==> config.mk <==
export PLATFORM = sky130hd
export DESIGN_NAME = cbbae_exec
export DESIGN_NICKNAME = d
export VERILOG_FILES = /design/src/cbbae_pkg.sv /design/src/cbbae_exec.sv
export VERILOG_INCLUDE_DIRS = /design/src
export SDC_FILE = /design/constraint.sdc
export NUM_CORES = 1
export LEC_CHECK = 0
export BUFFER_PORTS_ARGS = -buffer_cell sky130_fd_sc_hd__clkbuf_2
export CORE_ASPECT_RATIO = 1.5
export CORE_MARGIN = 5
export CORE_UTILIZATION = 40
export CTS_CLUSTER_SIZE = 24
export DETAILED_ROUTE_END_ITERATION = 10
export PLACE_DENSITY = 0.61
export SYNTH_ARGS = -nofsm -noshare
export SYNTH_HDL_FRONTEND = slang
export SYNTH_SLANG_ARGS = --single-unit
export TNS_END_PERCENT = 20
==> constraint.sdc <==
create_clock -name clk -period 5.7 [get_ports clk]
set_input_delay 1.71 -clock clk [delete_from_list [all_inputs] [get_ports clk]]
set_output_delay 1.71 -clock clk [all_outputs]
set_load 0.005 [all_outputs]
==> src/cbbae_cfg.svh <==
// constants for the bit, branch and add execution unit
`ifndef CBBAE_CFG_SVH
`define CBBAE_CFG_SVH

// opcodes, fixed codes
`define CBBAE_OP_ANL_C_BIT  8'h82
`define CBBAE_OP_ANL_C_NBIT 8'hB0
`define CBBAE_OP_ORL_C_BIT  8'h7A
`define CBBAE_OP_ORL_C_NBIT 8'hA0
`define CBBAE_OP_MOV_C_BIT  8'hA2
`define CBBAE_OP_MOV_BIT_C  8'h93
`define CBBAE_OP_JC         8'h40
`define CBBAE_OP_JNC        8'h50
`define CBBAE_OP_JB         8'h20
`define CBBAE_OP_JNB        8'h30
`define CBBAE_OP_JBC        8'h10
`define CBBAE_OP_LCALL      8'h03
`define CBBAE_OP_RET        8'h22
`define CBBAE_OP_RETI       8'h33
`define CBBAE_OP_LJMP       8'h02
`define CBBAE_OP_SJMP       8'h80
`define CBBAE_OP_JMP_IND    8'h73
`define CBBAE_OP_JZ         8'h60
`define CBBAE_OP_JNZ        8'h70
`define CBBAE_OP_CJNE_ADIR  8'hB5
`define CBBAE_OP_CJNE_AIMM  8'hB4
`define CBBAE_OP_DJNZ_DIR   8'hD5
`define CBBAE_OP_ADD_DIR    8'h25
`define CBBAE_OP_ADD_IMM    8'h24
`define CBBAE_OP_ADDC_DIR   8'h35
`define CBBAE_OP_ADDC_IMM   8'h34
// opcode patterns
`define CBBAE_PAT_ADD_REG   8'b0010_1???
`define CBBAE_PAT_ADD_IND   8'b0010_011?
`define CBBAE_PAT_ADDC_REG  8'b0011_1???
`define CBBAE_PAT_ADDC_IND  8'b0011_011?
`define CBBAE_PAT_CJNE_IND  8'b1011_011?
`define CBBAE_PAT_CJNE_REG  8'b1011_1???
`define CBBAE_PAT_DJNZ_REG  8'b1101_1???
// low five bits of the page-address forms
`define CBBAE_ACALL_LOW     5'b10010
`define CBBAE_AJMP_LOW      5'b00001

// execution clock counts
`define CBBAE_CYC_ADD       3'h1
`define CBBAE_CYC_3         3'h3
`define CBBAE_CYC_4         3'h4
`define CBBAE_CYC_5         3'h5
`define CBBAE_CYC_CALL      3'h6
// push phases of a call, as clocks left
`define CBBAE_PUSH_LO_REM   3'h3
`define CBBAE_PUSH_HI_REM   3'h2

`endif

==> src/cbbae_pkg.sv <==
// types for the bit, branch and add execution unit
package cbbae_pkg;

    typedef struct packed {
        logic [7:0] op;
        logic [7:0] b1;
        logic [7:0] b2;
    } cbbae_instr_t;

    typedef struct packed {
        logic [15:0] pc;
        logic [15:0] data_pointer;
        logic [7:0]  stack_pointer;
        logic [7:0]  acc;
        logic        cy;
        logic        half_carry_flag;
        logic        signed_overflow_flag;
    } cbbae_arch_t;

    typedef struct packed {
        logic [2:0]  rem;
        cbbae_arch_t arch;
        logic        unknown;
        logic        call;
        logic [7:0]  sp_base;
        logic [15:0] ret;
        logic        bit_wr;
        logic        bit_val;
        logic [7:0]  bit_addr;
        logic        byte_wr;
        logic [7:0]  byte_val;
        logic [7:0]  byte_addr;
    } cbbae_state_t;

endpackage

==> src/cbbae_exec.sv <==
// execution unit for bit, branch and add instructions
`timescale 1ns/1ns
`include "cbbae_cfg.svh"

// What this block does
// - carry and/or with bit: 3 clocks
// - bit into carry 3, carry into bit 4
// - jump on carry: 3 clocks always
// - bit test jumps 4, jump-and-clear 5
// - jumps: 3, 4, 3, 3 clocks
// - accumulator zero jumps take 3 clocks
// - compare jumps: 5, 4, 5 clocks
// - decrement jumps: register 4, direct 5
// - call pushes low then high byte
// - call target keeps upper five pc bits
// - call opcode: a10-a8 then 10010
// - absolute jump stays in 2K block
// - add sets carry and half carry
// - overflow is carry6 xor carry7
// - add with carry includes carry flag
// - add opcode decoding per form
// - add with carry opcode decoding
// - all add forms take one clock
module cbbae_exec
    import cbbae_pkg::*;
(
    input  wire logic         clk,
    input  wire logic         resetn,
    input  wire logic         issue_valid,
    input  wire cbbae_instr_t instr,
    input  wire cbbae_arch_t  arch_in,
    input  wire logic [7:0]   operand,
    input  wire logic [7:0]   operand_addr,
    input  wire logic         bit_in,
    input  wire logic [15:0]  ret_addr_in,
    output logic              ready,
    output logic              done,
    output logic              unknown_op,
    output cbbae_arch_t       arch_out,
    output logic              ram_we,
    output logic [7:0]        ram_addr,
    output logic [7:0]        ram_wdata,
    output logic              bit_we,
    output logic [7:0]        bit_addr,
    output logic              bit_wdata
);

    cbbae_state_t st;
    cbbae_state_t next_st;
    logic         take;
    logic [15:0]  pc_seq;
    logic [7:0]   src;
    logic         cin;
    logic [4:0]   sum4;
    logic [7:0]   sum7;
    logic [8:0]   sum8;
    logic [7:0]   cmp_l;
    logic [7:0]   cmp_r;
    logic [7:0]   dec_v;

    function automatic logic page_call(input logic [7:0] op);
        page_call = (op[4:0] == `CBBAE_ACALL_LOW);
    endfunction

    function automatic logic page_jump(input logic [7:0] op);
        page_jump = (op[4:0] == `CBBAE_AJMP_LOW);
    endfunction

    function automatic logic [2:0] cyc_of(input logic [7:0] op);
        cyc_of = `CBBAE_CYC_ADD;
        if (page_call(op))
            cyc_of = `CBBAE_CYC_CALL;
        else if (page_jump(op))
            cyc_of = `CBBAE_CYC_3;
        else
        begin
            casez (op)
                `CBBAE_OP_ANL_C_BIT, `CBBAE_OP_ANL_C_NBIT,
                `CBBAE_OP_ORL_C_BIT, `CBBAE_OP_ORL_C_NBIT,
                `CBBAE_OP_MOV_C_BIT, `CBBAE_OP_JC, `CBBAE_OP_JNC,
                `CBBAE_OP_SJMP, `CBBAE_OP_JMP_IND,
                `CBBAE_OP_JZ, `CBBAE_OP_JNZ:
                    cyc_of = `CBBAE_CYC_3;
                `CBBAE_OP_MOV_BIT_C, `CBBAE_OP_JB, `CBBAE_OP_JNB,
                `CBBAE_OP_RET, `CBBAE_OP_RETI, `CBBAE_OP_LJMP,
                `CBBAE_OP_CJNE_AIMM, `CBBAE_PAT_CJNE_REG,
                `CBBAE_PAT_DJNZ_REG:
                    cyc_of = `CBBAE_CYC_4;
                `CBBAE_OP_JBC, `CBBAE_OP_CJNE_ADIR, `CBBAE_PAT_CJNE_IND,
                `CBBAE_OP_DJNZ_DIR:
                    cyc_of = `CBBAE_CYC_5;
                `CBBAE_OP_LCALL:
                    cyc_of = `CBBAE_CYC_CALL;
                default:
                    cyc_of = `CBBAE_CYC_ADD;
            endcase
        end
    endfunction

    function automatic logic [15:0] len_of(input logic [7:0] op);
        len_of = 16'h0001;
        if (page_call(op) || page_jump(op))
            len_of = 16'h0002;
        else
        begin
            casez (op)
                `CBBAE_OP_JB, `CBBAE_OP_JNB, `CBBAE_OP_JBC,
                `CBBAE_OP_LCALL, `CBBAE_OP_LJMP,
                `CBBAE_OP_CJNE_ADIR, `CBBAE_OP_CJNE_AIMM,
                `CBBAE_PAT_CJNE_IND, `CBBAE_PAT_CJNE_REG,
                `CBBAE_OP_DJNZ_DIR:
                    len_of = 16'h0003;
                `CBBAE_OP_ANL_C_BIT, `CBBAE_OP_ANL_C_NBIT,
                `CBBAE_OP_ORL_C_BIT, `CBBAE_OP_ORL_C_NBIT,
                `CBBAE_OP_MOV_C_BIT, `CBBAE_OP_MOV_BIT_C,
                `CBBAE_OP_JC, `CBBAE_OP_JNC, `CBBAE_OP_SJMP,
                `CBBAE_OP_JZ, `CBBAE_OP_JNZ, `CBBAE_PAT_DJNZ_REG,
                `CBBAE_OP_ADD_DIR, `CBBAE_OP_ADD_IMM,
                `CBBAE_OP_ADDC_DIR, `CBBAE_OP_ADDC_IMM:
                    len_of = 16'h0002;
                default:
                    len_of = 16'h0001;
            endcase
        end
    endfunction

    function automatic logic [15:0] rel(input logic [15:0] base,
                                        input logic [7:0]  off);
        rel = base + {{8{off[7]}}, off};
    endfunction

    // next instruction may be taken in the done cycle
    assign ready = (st.rem <= 3'h1);
    assign take  = issue_valid && ready;
    assign done  = (st.rem == 3'h1);

    always_comb
    begin
        next_st = st;
        pc_seq  = arch_in.pc + len_of(instr.op);
        src     = operand;
        cin     = 1'b0;
        cmp_l   = operand;
        cmp_r   = instr.b1;
        dec_v   = operand - 8'h01;
        if ((instr.op == `CBBAE_OP_ADD_IMM) ||
            (instr.op == `CBBAE_OP_ADDC_IMM))
            src = instr.b1;
        if (instr.op[4])
            cin = arch_in.cy;
        sum4 = {1'b0, arch_in.acc[3:0]} + {1'b0, src[3:0]} + {4'h0, cin};
        sum7 = {1'b0, arch_in.acc[6:0]} + {1'b0, src[6:0]} + {7'h00, cin};
        sum8 = {1'b0, arch_in.acc} + {1'b0, src} + {8'h00, cin};
        if (instr.op == `CBBAE_OP_CJNE_ADIR)
        begin
            cmp_l = arch_in.acc;
            cmp_r = operand;
        end
        else if (instr.op == `CBBAE_OP_CJNE_AIMM)
            cmp_l = arch_in.acc;
        if (st.rem != 3'h0)
            next_st.rem = st.rem - 3'h1;
        if (take)
        begin
            next_st.rem     = cyc_of(instr.op);
            next_st.arch    = arch_in;
            next_st.arch.pc = pc_seq;
            next_st.unknown = 1'b0;
            next_st.call    = 1'b0;
            next_st.sp_base = arch_in.stack_pointer;
            next_st.ret     = pc_seq;
            next_st.bit_wr  = 1'b0;
            next_st.bit_val = 1'b0;
            next_st.bit_addr  = instr.b1;
            next_st.byte_wr   = 1'b0;
            next_st.byte_val  = dec_v;
            next_st.byte_addr = operand_addr;
            if (page_call(instr.op) || page_jump(instr.op))
            begin
                next_st.arch.pc = {pc_seq[15:11], instr.op[7:5], instr.b1};
                if (page_call(instr.op))
                begin
                    next_st.call = 1'b1;
                    next_st.arch.stack_pointer =
                        arch_in.stack_pointer + 8'h02;
                end
            end
            else
            begin
                casez (instr.op)
                    `CBBAE_PAT_ADD_REG, `CBBAE_PAT_ADD_IND,
                    `CBBAE_OP_ADD_DIR, `CBBAE_OP_ADD_IMM,
                    `CBBAE_PAT_ADDC_REG, `CBBAE_PAT_ADDC_IND,
                    `CBBAE_OP_ADDC_DIR, `CBBAE_OP_ADDC_IMM:
                    begin
                        next_st.arch.acc = sum8[7:0];
                        next_st.arch.cy  = sum8[8];
                        next_st.arch.half_carry_flag = sum4[4];
                        next_st.arch.signed_overflow_flag = sum7[7] ^ sum8[8];
                    end
                    `CBBAE_OP_ANL_C_BIT:
                        next_st.arch.cy = arch_in.cy & bit_in;
                    `CBBAE_OP_ANL_C_NBIT:
                        next_st.arch.cy = arch_in.cy & ~bit_in;
                    `CBBAE_OP_ORL_C_BIT:
                        next_st.arch.cy = arch_in.cy | bit_in;
                    `CBBAE_OP_ORL_C_NBIT:
                        next_st.arch.cy = arch_in.cy | ~bit_in;
                    `CBBAE_OP_MOV_C_BIT:
                        next_st.arch.cy = bit_in;
                    `CBBAE_OP_MOV_BIT_C:
                    begin
                        next_st.bit_wr  = 1'b1;
                        next_st.bit_val = arch_in.cy;
                    end
                    `CBBAE_OP_JC:
                        if (arch_in.cy)
                            next_st.arch.pc = rel(pc_seq, instr.b1);
                    `CBBAE_OP_JNC:
                        if (!arch_in.cy)
                            next_st.arch.pc = rel(pc_seq, instr.b1);
                    `CBBAE_OP_JB:
                        if (bit_in)
                            next_st.arch.pc = rel(pc_seq, instr.b2);
                    `CBBAE_OP_JNB:
                        if (!bit_in)
                            next_st.arch.pc = rel(pc_seq, instr.b2);
                    `CBBAE_OP_JBC:
                        if (bit_in)
                        begin
                            next_st.arch.pc = rel(pc_seq, instr.b2);
                            next_st.bit_wr  = 1'b1;
                        end
                    `CBBAE_OP_LCALL:
                    begin
                        next_st.call    = 1'b1;
                        next_st.arch.pc = {instr.b1, instr.b2};
                        next_st.arch.stack_pointer =
                            arch_in.stack_pointer + 8'h02;
                    end
                    `CBBAE_OP_RET, `CBBAE_OP_RETI:
                    begin
                        // stack read is done outside; value comes in
                        next_st.arch.pc = ret_addr_in;
                        next_st.arch.stack_pointer =
                            arch_in.stack_pointer - 8'h02;
                    end
                    `CBBAE_OP_LJMP:
                        next_st.arch.pc = {instr.b1, instr.b2};
                    `CBBAE_OP_SJMP:
                        next_st.arch.pc = rel(pc_seq, instr.b1);
                    `CBBAE_OP_JMP_IND:
                        next_st.arch.pc = arch_in.data_pointer +
                                          {8'h00, arch_in.acc};
                    `CBBAE_OP_JZ:
                        if (arch_in.acc == 8'h00)
                            next_st.arch.pc = rel(pc_seq, instr.b1);
                    `CBBAE_OP_JNZ:
                        if (arch_in.acc != 8'h00)
                            next_st.arch.pc = rel(pc_seq, instr.b1);
                    `CBBAE_OP_CJNE_ADIR, `CBBAE_OP_CJNE_AIMM,
                    `CBBAE_PAT_CJNE_IND, `CBBAE_PAT_CJNE_REG:
                    begin
                        next_st.arch.cy = (cmp_l < cmp_r);
                        if (cmp_l != cmp_r)
                            next_st.arch.pc = rel(pc_seq, instr.b2);
                    end
                    `CBBAE_PAT_DJNZ_REG, `CBBAE_OP_DJNZ_DIR:
                    begin
                        next_st.byte_wr = 1'b1;
                        if (dec_v != 8'h00)
                            next_st.arch.pc = rel(pc_seq,
                                instr.op[3] ? instr.b1 : instr.b2);
                    end
                    default:
                        next_st.unknown = 1'b1;
                endcase
            end
        end
    end

    always_ff @(posedge clk or negedge resetn)
    begin
        if (!resetn)
            st <= '0;
        else
            st <= next_st;
    end

    // low byte first, then high byte
    assign ram_we = (st.call && ((st.rem == `CBBAE_PUSH_LO_REM) ||
                                 (st.rem == `CBBAE_PUSH_HI_REM))) ||
                    (st.byte_wr && done);
    assign ram_addr  = (st.rem == `CBBAE_PUSH_LO_REM && st.call) ?
                           st.sp_base + 8'h01 :
                       (st.rem == `CBBAE_PUSH_HI_REM && st.call) ?
                           st.sp_base + 8'h02 : st.byte_addr;
    assign ram_wdata = (st.rem == `CBBAE_PUSH_LO_REM && st.call) ?
                           st.ret[7:0] :
                       (st.rem == `CBBAE_PUSH_HI_REM && st.call) ?
                           st.ret[15:8] : st.byte_val;
    assign bit_we     = st.bit_wr && done;
    assign bit_addr   = st.bit_addr;
    assign bit_wdata  = st.bit_val;
    assign arch_out   = st.arch;
    assign unknown_op = st.unknown;
endmodule

Word level (Yosys, flattened, before mapping). Cells that the tools add are included.

Word-level logic and storage cells: 153. Input port bits: 111. Bits in registers: 107.

Muxes and demuxes: 44. Add/subtract/negate cells: 17. $lt $le $gt $ge: 2. Bitwise operators: 6. Reduce and logical (&&, ||, !) cells: 27. Equal/unequal tests: 39.

Operators with widths (number): 16-bit case mux with 12 select lines (1); 16-bit 2-to-1 mux (10); 107-bit 2-to-1 mux (1); 8-bit 2-to-1 mux (12); 8-bit == test, second input constant (9); 16-bit adder (4); 8-bit by 6-bit == test with 1-bit output, second input constant (8); 8-bit by 7-bit == test with 1-bit output, second input constant (6); 33-bit OR reduction (1); 16-bit by 8-bit adder with 16-bit output (1); 8-bit by 2-bit adder with 8-bit output, second input constant (2); 8-bit by 2-bit == test with 1-bit output, second input constant (2); 8-bit case mux with 2 select lines (1); 8-bit nonzero test (2); 16-bit OR reduction (1); 5-bit == test, second input constant (3); 7-bit by 5-bit == test with 1-bit output, second input constant (2); 12-bit 2-to-1 mux (1); 3-bit case mux with 4 select lines (1); 11-bit OR reduction (1); 5-bit by 3-bit == test with 1-bit output, second input constant (2); 10-bit OR reduction (1); 8-bit by 8-bit adder with 9-bit output (1); 9-bit by 1-bit adder with 9-bit output (1); other kinds (35) (61).

Logic depth before layout (Yosys ltp). Gate-level depths: netlist of the first run.

Depth in word-level cells: 10. Mapped depth: 26.

Worst setup path after synthesis of the first run. OpenSTA, ideal clock, no wires.

Path type: input to register. From: in instr[21] (netlist name). To: reg st, in the netlist arch_out[46]. Setup time: 0.118 ns. Cell stages on the path: 25. Buffers on the path: 3. Required time: 5.582 ns. Arrival time: 6.263 ns. Path slack: -0.681 ns. Path through: buf_2 > buf_2 > clkbuf_1 > a21oi_1 > o21ai_0 > nor2_1 > nand2_1 > a211oi_1 > ha_1 > inv_1 > fa_1 > nand4b_1 > nor3_1 > nor2_1 > inv_1 > ha_1 > a21o_1 > a221oi_1 > o21ai_0 > a21oi_1 > xnor2_1 > a221oi_1 > a21boi_0 > a31oi_1 > a21o_1.

Word-level cells in the longest chain between the ends: 9. Elaborated cells between the ends (all ways): 56.

RTL lines: from (decl) (line cbbae_exec.sv:30) `input wire cbbae_instr_t instr,`; 8-bit by 6-bit == test with 1-bit output (tied with other cells) (line cbbae_exec.sv:106) `casez (op)`; 16-bit OR reduction or 10-bit OR reduction (tied branches) (line cbbae_exec.sv:106); 2-bit case mux with 2 select lines (line cbbae_exec.sv:106); 16-bit 2-to-1 mux (line cbbae_exec.sv:102) `if (page_call(op) || page_jump(op))`; 16-bit adder (line cbbae_exec.sv:140) `pc_seq = arch_in.pc + len_of(instr.op);`; 16-bit adder (line cbbae_exec.sv:129) `rel = base + {{8{off[7]}}, off};`; 16-bit 2-to-1 mux (tied with other cells) (line cbbae_exec.sv:271) `if (dec_v != 8'h00)`; 16-bit case mux with 12 select lines (line cbbae_exec.sv:190) `casez (instr.op)`; 16-bit 2-to-1 mux (*) (line cbbae_exec.sv:178) `if (page_call(instr.op) || page_jump(instr.op))`; to (signal assigned) (line cbbae_exec.sv:287) `st <= next_st;`; to (decl) (line cbbae_exec.sv:48) `cbbae_state_t st;`.

Every way passes the cells marked *; elsewhere a longest branch is shown, timed or not. A chain may end at the register's enable or synchronous reset.

Worst setup path after layout of the first run.
From: in instr[20] (netlist name). To: reg st, in the netlist arch_out[49].

Word-level cells in the longest chain between the ends: 9. Elaborated cells between the ends (all ways): 59.

RTL lines: 8-bit by 6-bit == test with 1-bit output (tied with other cells) (line cbbae_exec.sv:106); 16-bit OR reduction or 10-bit OR reduction (tied branches) (line cbbae_exec.sv:106); 2-bit case mux with 2 select lines (line cbbae_exec.sv:106); 16-bit 2-to-1 mux (*) (line cbbae_exec.sv:102); 16-bit adder (*) (line cbbae_exec.sv:140); named net pc_seq[13] (line cbbae_exec.sv:51) `logic [15:0] pc_seq;`; 16-bit adder (line cbbae_exec.sv:129); 16-bit 2-to-1 mux (tied with other cells) (line cbbae_exec.sv:271); 16-bit case mux with 12 select lines (*) (line cbbae_exec.sv:190); 16-bit 2-to-1 mux (*) (line cbbae_exec.sv:178).

The timed path passes the listed nets; every way through them passes the cells marked *.

==> metrics.md, run 1 <==
| Metric | Value |
|---|---|
| Filler cells | `2694` |
| GR Util All Layers | `0.2836` |
| Final Hold Fails | `0` |
| Pin count of the biggest net entering global routing | `85` |
| DIE AREA | `0.03082 mm2` |
| Worst min path class | `flop to flop` |
| Initial antenna violation count | `0` |
| Critical path required time | `5.96 ns` |
| Async SR Flop Fraction | `1.000` |
| Net Switching | `1.774 mW` |
| Type of destination of the critical path | `flop` |
| Post-DR vias/cell | `5.789` |
| Clock root buffer | `clkbuf_16` |
| Share of layout cells above drive strength 1 | `0.3089` |
| Crit start category | `input pin` |
| Tightest Pin Transition | `1.009 ns` |
| Worst setup startpoint | `instr[20]` |
| Peak supply drop | `0.3060 mV` |
| Avg Cell Area, Syn | `7.731 um2` |
| Syn Nets | `1617` |
| Sequential Power Share | `0.328` |
| Inserted Clock Buffers | `9` |
| Placer Congestion | `0.9779` |
| Status | `finished, violations left` |
| Post-route ant nets | `0` |
| Via Count | `11840` |
| Area leader, netlist | `dfrtp_1` |
| Top-count cell post-synth | `nand2_1` |
| First-pass GRT wire length | `68.27 mm` |
| Worst skew pair latency | `0.37 ns` |
| Logic pwr share | `0.514` |
| Critical path endpoint | `arch_out[49]` |
| Internal power | `2.366 mW` |
| Failing checks | `setup timing` |
| TritonRoute pass-1 iters | `7` |
| Seq. cell area | `0.002653 mm2` |
| H-tree Lvls | `3` |
| Worst clock skew | `0.009586 ns` |
| Clock slew at reported path FFs | `0.08 ns` |
| CTS tree | `done` |
| Reg2reg start | `st[106]` |
| Post-route setup TNS | `-0.3281 ns` |
| Reg2Reg Depth | `7` |
| Seq cells post-synth | `106` |
| Crit path time final | `5.815 ns` |
| DRC viols | `0` |
| Period utilisation layout | `1.020` |
| Final Routed Wirelength | `45.15 mm` |
| Die H | `212.5 um` |
| RR Endpoint | `arch_out[48]` |
| Internal reg-to-reg setup slack | `2.91 ns` |
| CP Data Arrival Time | `6.07 ns` |
| Relative slew slack | `0.3178` |
| Number of global-route vias before repair | `11890` |
| Final critical-path setup slack | `-0.1151 ns` |
| Slew Limit Fails | `0` |
| Sw Share | `0.4285` |
| MaxCap Viol Count | `0` |
| Post-Syn Instances | `1415` |
| DR iter-0 viols | `980` |
| Leak | `6.767 nW` |
| Num rows | `74` |
| Syn. warnings | `0` |
| Diode count | `0` |
| Synthesized area | `0.01094 mm2` |
| Input/output buffers | `191` |
| Nets@finish | `1900` |
| F_max | `0.1720 GHz` |
| DR WL/cell | `22.08 um` |
| Final HPWL DP | `36.29 mm` |
| CTS sink cnt | `106` |
| Worst Path Class, Setup | `input pin to flop` |
| Initial Util | `0.4032` |
| Commonest cells in the netlist | `nand2_1 (274), dfrtp_1 (106), o21ai_0 (100)` |
| DIE WIDTH | `145.0 um` |
| Area of the multi-input gates | `0.007869 mm2` |
| Clock power share | `0.158` |
| Post-synth cell types | `87` |
| Synth top area share | `0.2425` |
| EDFF count, synth | `0` |
| Seq/Total Area, Yosys | `0.2425` |
| Final hold slack | `0.4768 ns` |
| Grt ovf | `0` |
| Setup Viol. Count Final | `4` |
| Ys flop type | `dfrtp_1` |
| Maximum clock insertion buffer count | `2` |
| Unrepaired setup endpoints after global routing | `yes` |
| Layout area overhead | `27.79%` |
| Crit-path max FO | `10` |
| Area of the core | `0.02713 mm2` |
| Number of I/O pins | `192` |
| Area contributors post-synth | `dfrtp_1 (24%), ha_1 (9.6%), nand2_1 (9.4%)` |
| Post-cts hold buffer count | `0` |
| Pwr per Cell Area | `296.1 mW/mm2` |
==> through the flow <==
step | utilization | power (mW) | setup WS [ns] | cells | instance area (um2)
floorplan | - | 2.752 | -0.04637 | 1415 | 11190
global placement | 0.4895 | 3.415 | -0.8145 | 2017 | 13280
detailed placement | 0.4895 | 3.451 | -0.7561 | 2017 | 13280
CTS | 0.5060 | 4.134 | -0.1886 | 2036 | 13730
global route | 0.5153 | 4.457 | -0.2891 | 2045 | 13980
finish | 0.5153 | 4.140 | -0.1151 | 2045 | 13980
==> worst min path at each step <==
stage / start / endpoint / slack (ns) / cells after the start
2_1_floorplan: st[26] / st[26] / 0.44 / 1
4_1_cts: arch_out[24] / arch_out[24] / 0.48 / 2
6_report: arch_out[24] / arch_out[24] / 0.48 / 2
3_5_place_dp: arch_out[24] / arch_out[24] / 0.46 / 2
3_3_place_gp: arch_out[21] / arch_out[21] / 0.46 / 2
5_1_grt: arch_out[1] / arch_out[1] / 0.51 / 2
==> power by group through the flow <==
stage	Sequential, mW	Combinational, mW	Clock, mW
after floorplan	1.28	1.48	0
after global placement	1.36	2.06	0
after detailed placement	1.37	2.08	0
after CTS	1.36	2.11	0.668
after global routing	1.40	2.37	0.690
final	1.36	2.13	0.656
==> sequential cells by signal, summed over array words and instances, names as in the netlist <==
signal      flops
bit_addr        8
bit_wdata       1
st             45
unknown_op      1
arch_out       51
==> routing by layer <==
metal	up-vias	track usage	wire length, um
met5	-	0	0
met4	0	0.1426	2301
met3	120	0.04243	2518
met2	469	0.5261	23780
met1	5667	0.3134	16550
li1	5582	-	-
==> cells in the final DEF (no fill, tap or decap), drive strengths merged, types with 16 or more instances in the layout <==
cell	count
buf	211
nand3	32
nor2	83
inv	51
mux2i	22
clkbuf	194
dfrtp	106
nor3	25
nand4	16
xnor2	43
o22ai	16
nor2b	20
a21oi	85
a22oi	16
a21o	23
mux2	20
xor2	36
o21ai	111
o21a	16
nand2	274
ha	84
==> layout make-up <==
class | count | share of cell area
clock buffer | 10 | 0.01709
clock inverter | 6 | 0.004386
inverter | 49 | 0.01316
multi-input combinational | 1137 | 0.5629
sequential | 106 | 0.1897
tap | 342 | 0.03061
timing repair buffer | 395 | 0.1821
==> worst max-delay path: stages <==
cell	delay (ns)
buf_6	0.11
and4b_2	0.27
a21oi_2	0.16
nor3b_1	0.08
a21oi_2	0.12
o31ai_1	0.10
a211oi_2	0.28
nand2_1	0.16
ha_4	0.31
a21oi_4	0.08
nor2_2	0.21
buf_4	0.17
nand3_1	0.08
xor2_1	0.22
inv_2	0.12
ha_1	0.30
nor2b_1	0.15
nand2_1	0.07
o21ai_1	0.14
o21ai_0	0.11
nand4_1	0.22
a2111oi_2	0.40
o21ai_1	0.14
a221oi_1	0.24
a21oi_1	0.11
==> cells by family after synthesis <==
| family | after synthesis | share of synthesized area |
|---|---|---|
| flip-flops | 106 | 0.2425 |
| multiplexers | 42 | 0.04106 |
| AND/OR/NAND/NOR | 531 | 0.2233 |
| adder cells (fa/ha/maj) | 91 | 0.1089 |
| XOR/XNOR | 80 | 0.06531 |
| AO/OA/AOI/OAI | 393 | 0.2380 |
| buffers and inverters | 172 | 0.08098 |
==> timing repair <==
action,CTS,global route
resized for setup,29,43
endpoints found under the setup margin,8,12
pin swaps,10,28
buffers inserted,3,10
Power figures use the tool's default switching activity.
==> inputs of run 2 (changes only) <==
==> constraint.sdc (replaced) <==
create_clock -name clk -period 5.7 [get_ports clk]
set_input_delay 0.285 -clock clk [delete_from_list [all_inputs] [get_ports clk]]
set_output_delay 0.285 -clock clk [all_outputs]
set_load 0.005 [all_outputs]
==> run 2 against run 1 <==
The run now ends clean. First-iteration DRC count decreased by 27%. Wire length decreased by 6.0%. Sequential power about the same. Flip-flop and latch count unchanged. Die area unchanged. Total power decreased by 4.7%. Critical path depth increased by 1. Global-route usage decreased by 1.1 points. Hold slack got worse by 0.39 ns. Largest power group unchanged.
==> metrics.md, run 2 (synthesis results as in run 1) <==
| Metric | Value |
|---|---|
| Setup Buffers After CTS | `0 (-3)` |
| CTS tree | `done` |
| Most frequent cells in the layout | `nand2_1 (273), clkbuf_2 (190), dfrtp_1 (106)` |
| Maximum clock insertion buffer count | `2 (unchanged)` |
| Pin count of the biggest net entering global routing | `77 (-9.4%)` |
| Tightest Pin Transition | `0.8371 ns (-0.1720 ns)` |
| Nets@finish | `1761 (-7.3%)` |
| Share of layout cells above drive strength 1 | `0.2027 (-0.1062)` |
| GR Util All Layers | `0.2722 (-0.01139)` |
| F_max | `0.1905 GHz (+11%)` |
| Worst Hold Depth | `3 (+1)` |
| DIE AREA | `0.03082 mm2 (unchanged)` |
| Worst min path class | `input pin to flop` |
| Grt ovf | `0 (unchanged)` |
| Post-DR vias/cell | `5.865 (+1.3%)` |
| Unrepaired setup endpoints after global routing | `no` |
| Sw Share | `0.4352 (+0.006639)` |
| Sequential Power Share | `0.346 (+0.018)` |
| DIE WIDTH | `145.0 um (unchanged)` |
| DR iter-0 viols | `718 (-27%)` |
| Internal reg-to-reg setup slack | `2.68 ns (-0.23 ns)` |
| CP most frequent cell | `o21ai_0` |
| Critical path required time | `5.98 ns (+0.02 ns)` |
| CP Data Arrival Time | `5.53 ns (-0.54 ns)` |
| Crit path time final | `5.249 ns (-0.5663 ns)` |
| Hold endpoint | `st[1]` |
| Layout area overhead | `13.70%` |
| Die H | `212.5 um (unchanged)` |
| Reg2Reg Depth | `7 (unchanged)` |
| Setup Viol. Count Final | `0 (-4)` |
| WP buf/inv | `5 (+2)` |
| Clock slew at reported path FFs | `0.09 ns (about the same)` |
| DR WL/cell | `22.26 um (+0.80%)` |
| Initial antenna violation count | `0 (unchanged)` |
| Final hold slack | `0.08400 ns (-0.3928 ns)` |
| MaxCap Viol Count | `0 (unchanged)` |
| Initial Util | `0.4032 (unchanged)` |
| Number of global-route vias before repair | `11350 (-4.5%)` |
| First-pass GRT wire length | `65.29 mm (-4.4%)` |
| Critical path depth | `26 (+4.0%)` |
| Critical Path Slowest Stage Cell | `fa_1` |
| RR Endpoint | `st[104]` |
| Post-route ant nets | `0 (unchanged)` |
| Num rows | `74 (unchanged)` |
| Status | `completed` |
| Cell Count Post-Placement | `1889 (-6.3%)` |
| Fin area | `0.01244 mm2 (-11%)` |
| Final Routed Wirelength | `42.44 mm (-6.0%)` |
| Leak | `6.014 nW (-11%)` |
| Slew Limit Fails | `0 (unchanged)` |
| Top Family by Delay on Critical Path | `compound AO/OA/AOI/OAI gates` |
| Min-delay src | `operand_addr[1]` |
| Critical path's largest stage delay | `0.46 ns (+0.06 ns)` |
| Area of the core | `0.02713 mm2 (unchanged)` |
| Worst Path Class, Setup | `input pin to flop` |
| Final Hold Fails | `0 (unchanged)` |
| Final HPWL DP | `33.96 mm (-6.4%)` |
| CTS sink cnt | `106 (unchanged)` |
| Crit start category | `input pin` |
| Placer Congestion | `0.9800 (+0.21%)` |
| Pwr per Cell Area | `317.2 mW/mm2 (+7.1%)` |
| Number of I/O pins | `192 (unchanged)` |
| Reg2reg start | `st[106]` |
| Crit-path max FO | `12 (+2)` |
| DRC viols | `0 (unchanged)` |
| Via Count | `11180 (-5.5%)` |
| Peak supply drop | `0.3218 mV (+5.2%)` |
| Period utilisation layout | `0.9208 (-0.09934)` |
| Flip-flop count of the largest register after layout | `51 (unchanged)` |
| Worst clock skew | `0.01566 ns (+0.006075 ns)` |
| Clock root buffer | `clkbuf_16` |
| Relative slew slack | `0.4419 (+0.1241)` |
| Type of destination of the critical path | `flop` |
| Clock power share | `0.166 (+0.008)` |
| Cell Area, Placed | `0.01212 mm2 (-8.7%)` |
| Filler cells | `2827 (+4.9%)` |
| Input/output buffers | `191 (unchanged)` |
| H-tree Lvls | `3 (unchanged)` |
| Leading cell type in the layout, fill and taps excluded | `nand2_1` |
| Inserted Clock Buffers | `9 (unchanged)` |
| Worst skew pair latency | `0.39 ns (+0.02 ns)` |
| Logic pwr share | `0.488 (-0.026)` |
| Layout Cells excl Fill | `1907 (-6.7%)` |
| Internal power | `2.228 mW (-5.8%)` |
| Net Switching | `1.717 mW (-3.2%)` |
| TritonRoute pass-1 iters | `7 (unchanged)` |
run 2: cell types whose count changed in the layout (fill, tap and decap cells not counted), moves of 7 or more:
cell / change
inv_2: -8
a21oi_1: +9
ha_1: +10
o21ai_0: +9
clkbuf_2: +7
ha_4: -8
inv_1: +8
buf_4: -139
a21oi_2: -7
run 2: worst max path at each step:
| stage | startpoint | end | slack (ns) |
|---|---|---|---|
| 2_1_floorplan | instr[21] | arch_out[46] | 0.74 |
| 3_3_place_gp | instr[16] | arch_out[44] | -0.004 |
| 3_5_place_dp | instr[16] | arch_out[44] | -0.07 |
| 4_1_cts | instr[16] | arch_out[44] | 0.29 |
| 5_1_grt | instr[16] | arch_out[50] | 0.03 |
| 6_report | instr[16] | arch_out[50] | 0.45 |
run 2: final cells by class:
| cell class | instances | area (um2) | area share |
|---|---|---|---|
| antenna | 1 | 2.502 | 0.0002012 |
| inverter | 49 | 183.9 | 0.01479 |
| clock buffer | 9 | 225.2 | 0.01811 |
| timing repair buffer | 256 | 1449 | 0.1165 |
| sequential | 106 | 2653 | 0.2133 |
| clock inverter | 7 | 70.07 | 0.005633 |
| tap | 342 | 427.9 | 0.03440 |
| multi-input combinational | 1137 | 7427 | 0.5971 |
run 2: power groups by stage:
stage / clock network (mW) / logic [mW] / registers (mW)
2_1_floorplan: 0 / 1.45 / 1.28
3_3_place_gp: 0 / 1.91 / 1.37
3_5_place_dp: 0 / 1.94 / 1.38
4_1_cts: 0.672 / 1.94 / 1.37
5_1_grt: 0.696 / 2.17 / 1.41
6_report: 0.654 / 1.93 / 1.36
run 2: what timing repair did:
action                                  CTS  global route
hold buffers                              1             0
endpoints found under the setup margin    0             4
endpoints found under the hold margin    43             0
resized for setup                         0             2
run 2: through the flow:
| step | setup TNS, ns | setup slack (ns) | power (mW) | utilization |
|---|---|---|---|---|
| floorplan | 0 | 0.7437 | 2.723 | - |
| global placement | -0.004209 | -0.004209 | 3.282 | 0.4469 |
| detailed placement | -0.1365 | -0.06990 | 3.318 | 0.4469 |
| CTS | 0 | 0.2899 | 3.983 | 0.4581 |
| global route | 0 | 0.03246 | 4.279 | 0.4584 |
| finish | 0 | 0.4512 | 3.945 | 0.4585 |
run 2: layer usage:
layer,global-route usage,vias up,routed length (um)
met4,0.1800,0,3147
met5,0,-,0
met1,0.2996,5350,15890
met3,0.04371,142,2009
li1,-,5320,-
met2,0.4831,372,21390
run 2: worst min-delay path, stage by stage:
cell	delay, ns
clkbuf_2	0.08
nand2_1	0.04
nand2_1	0.05
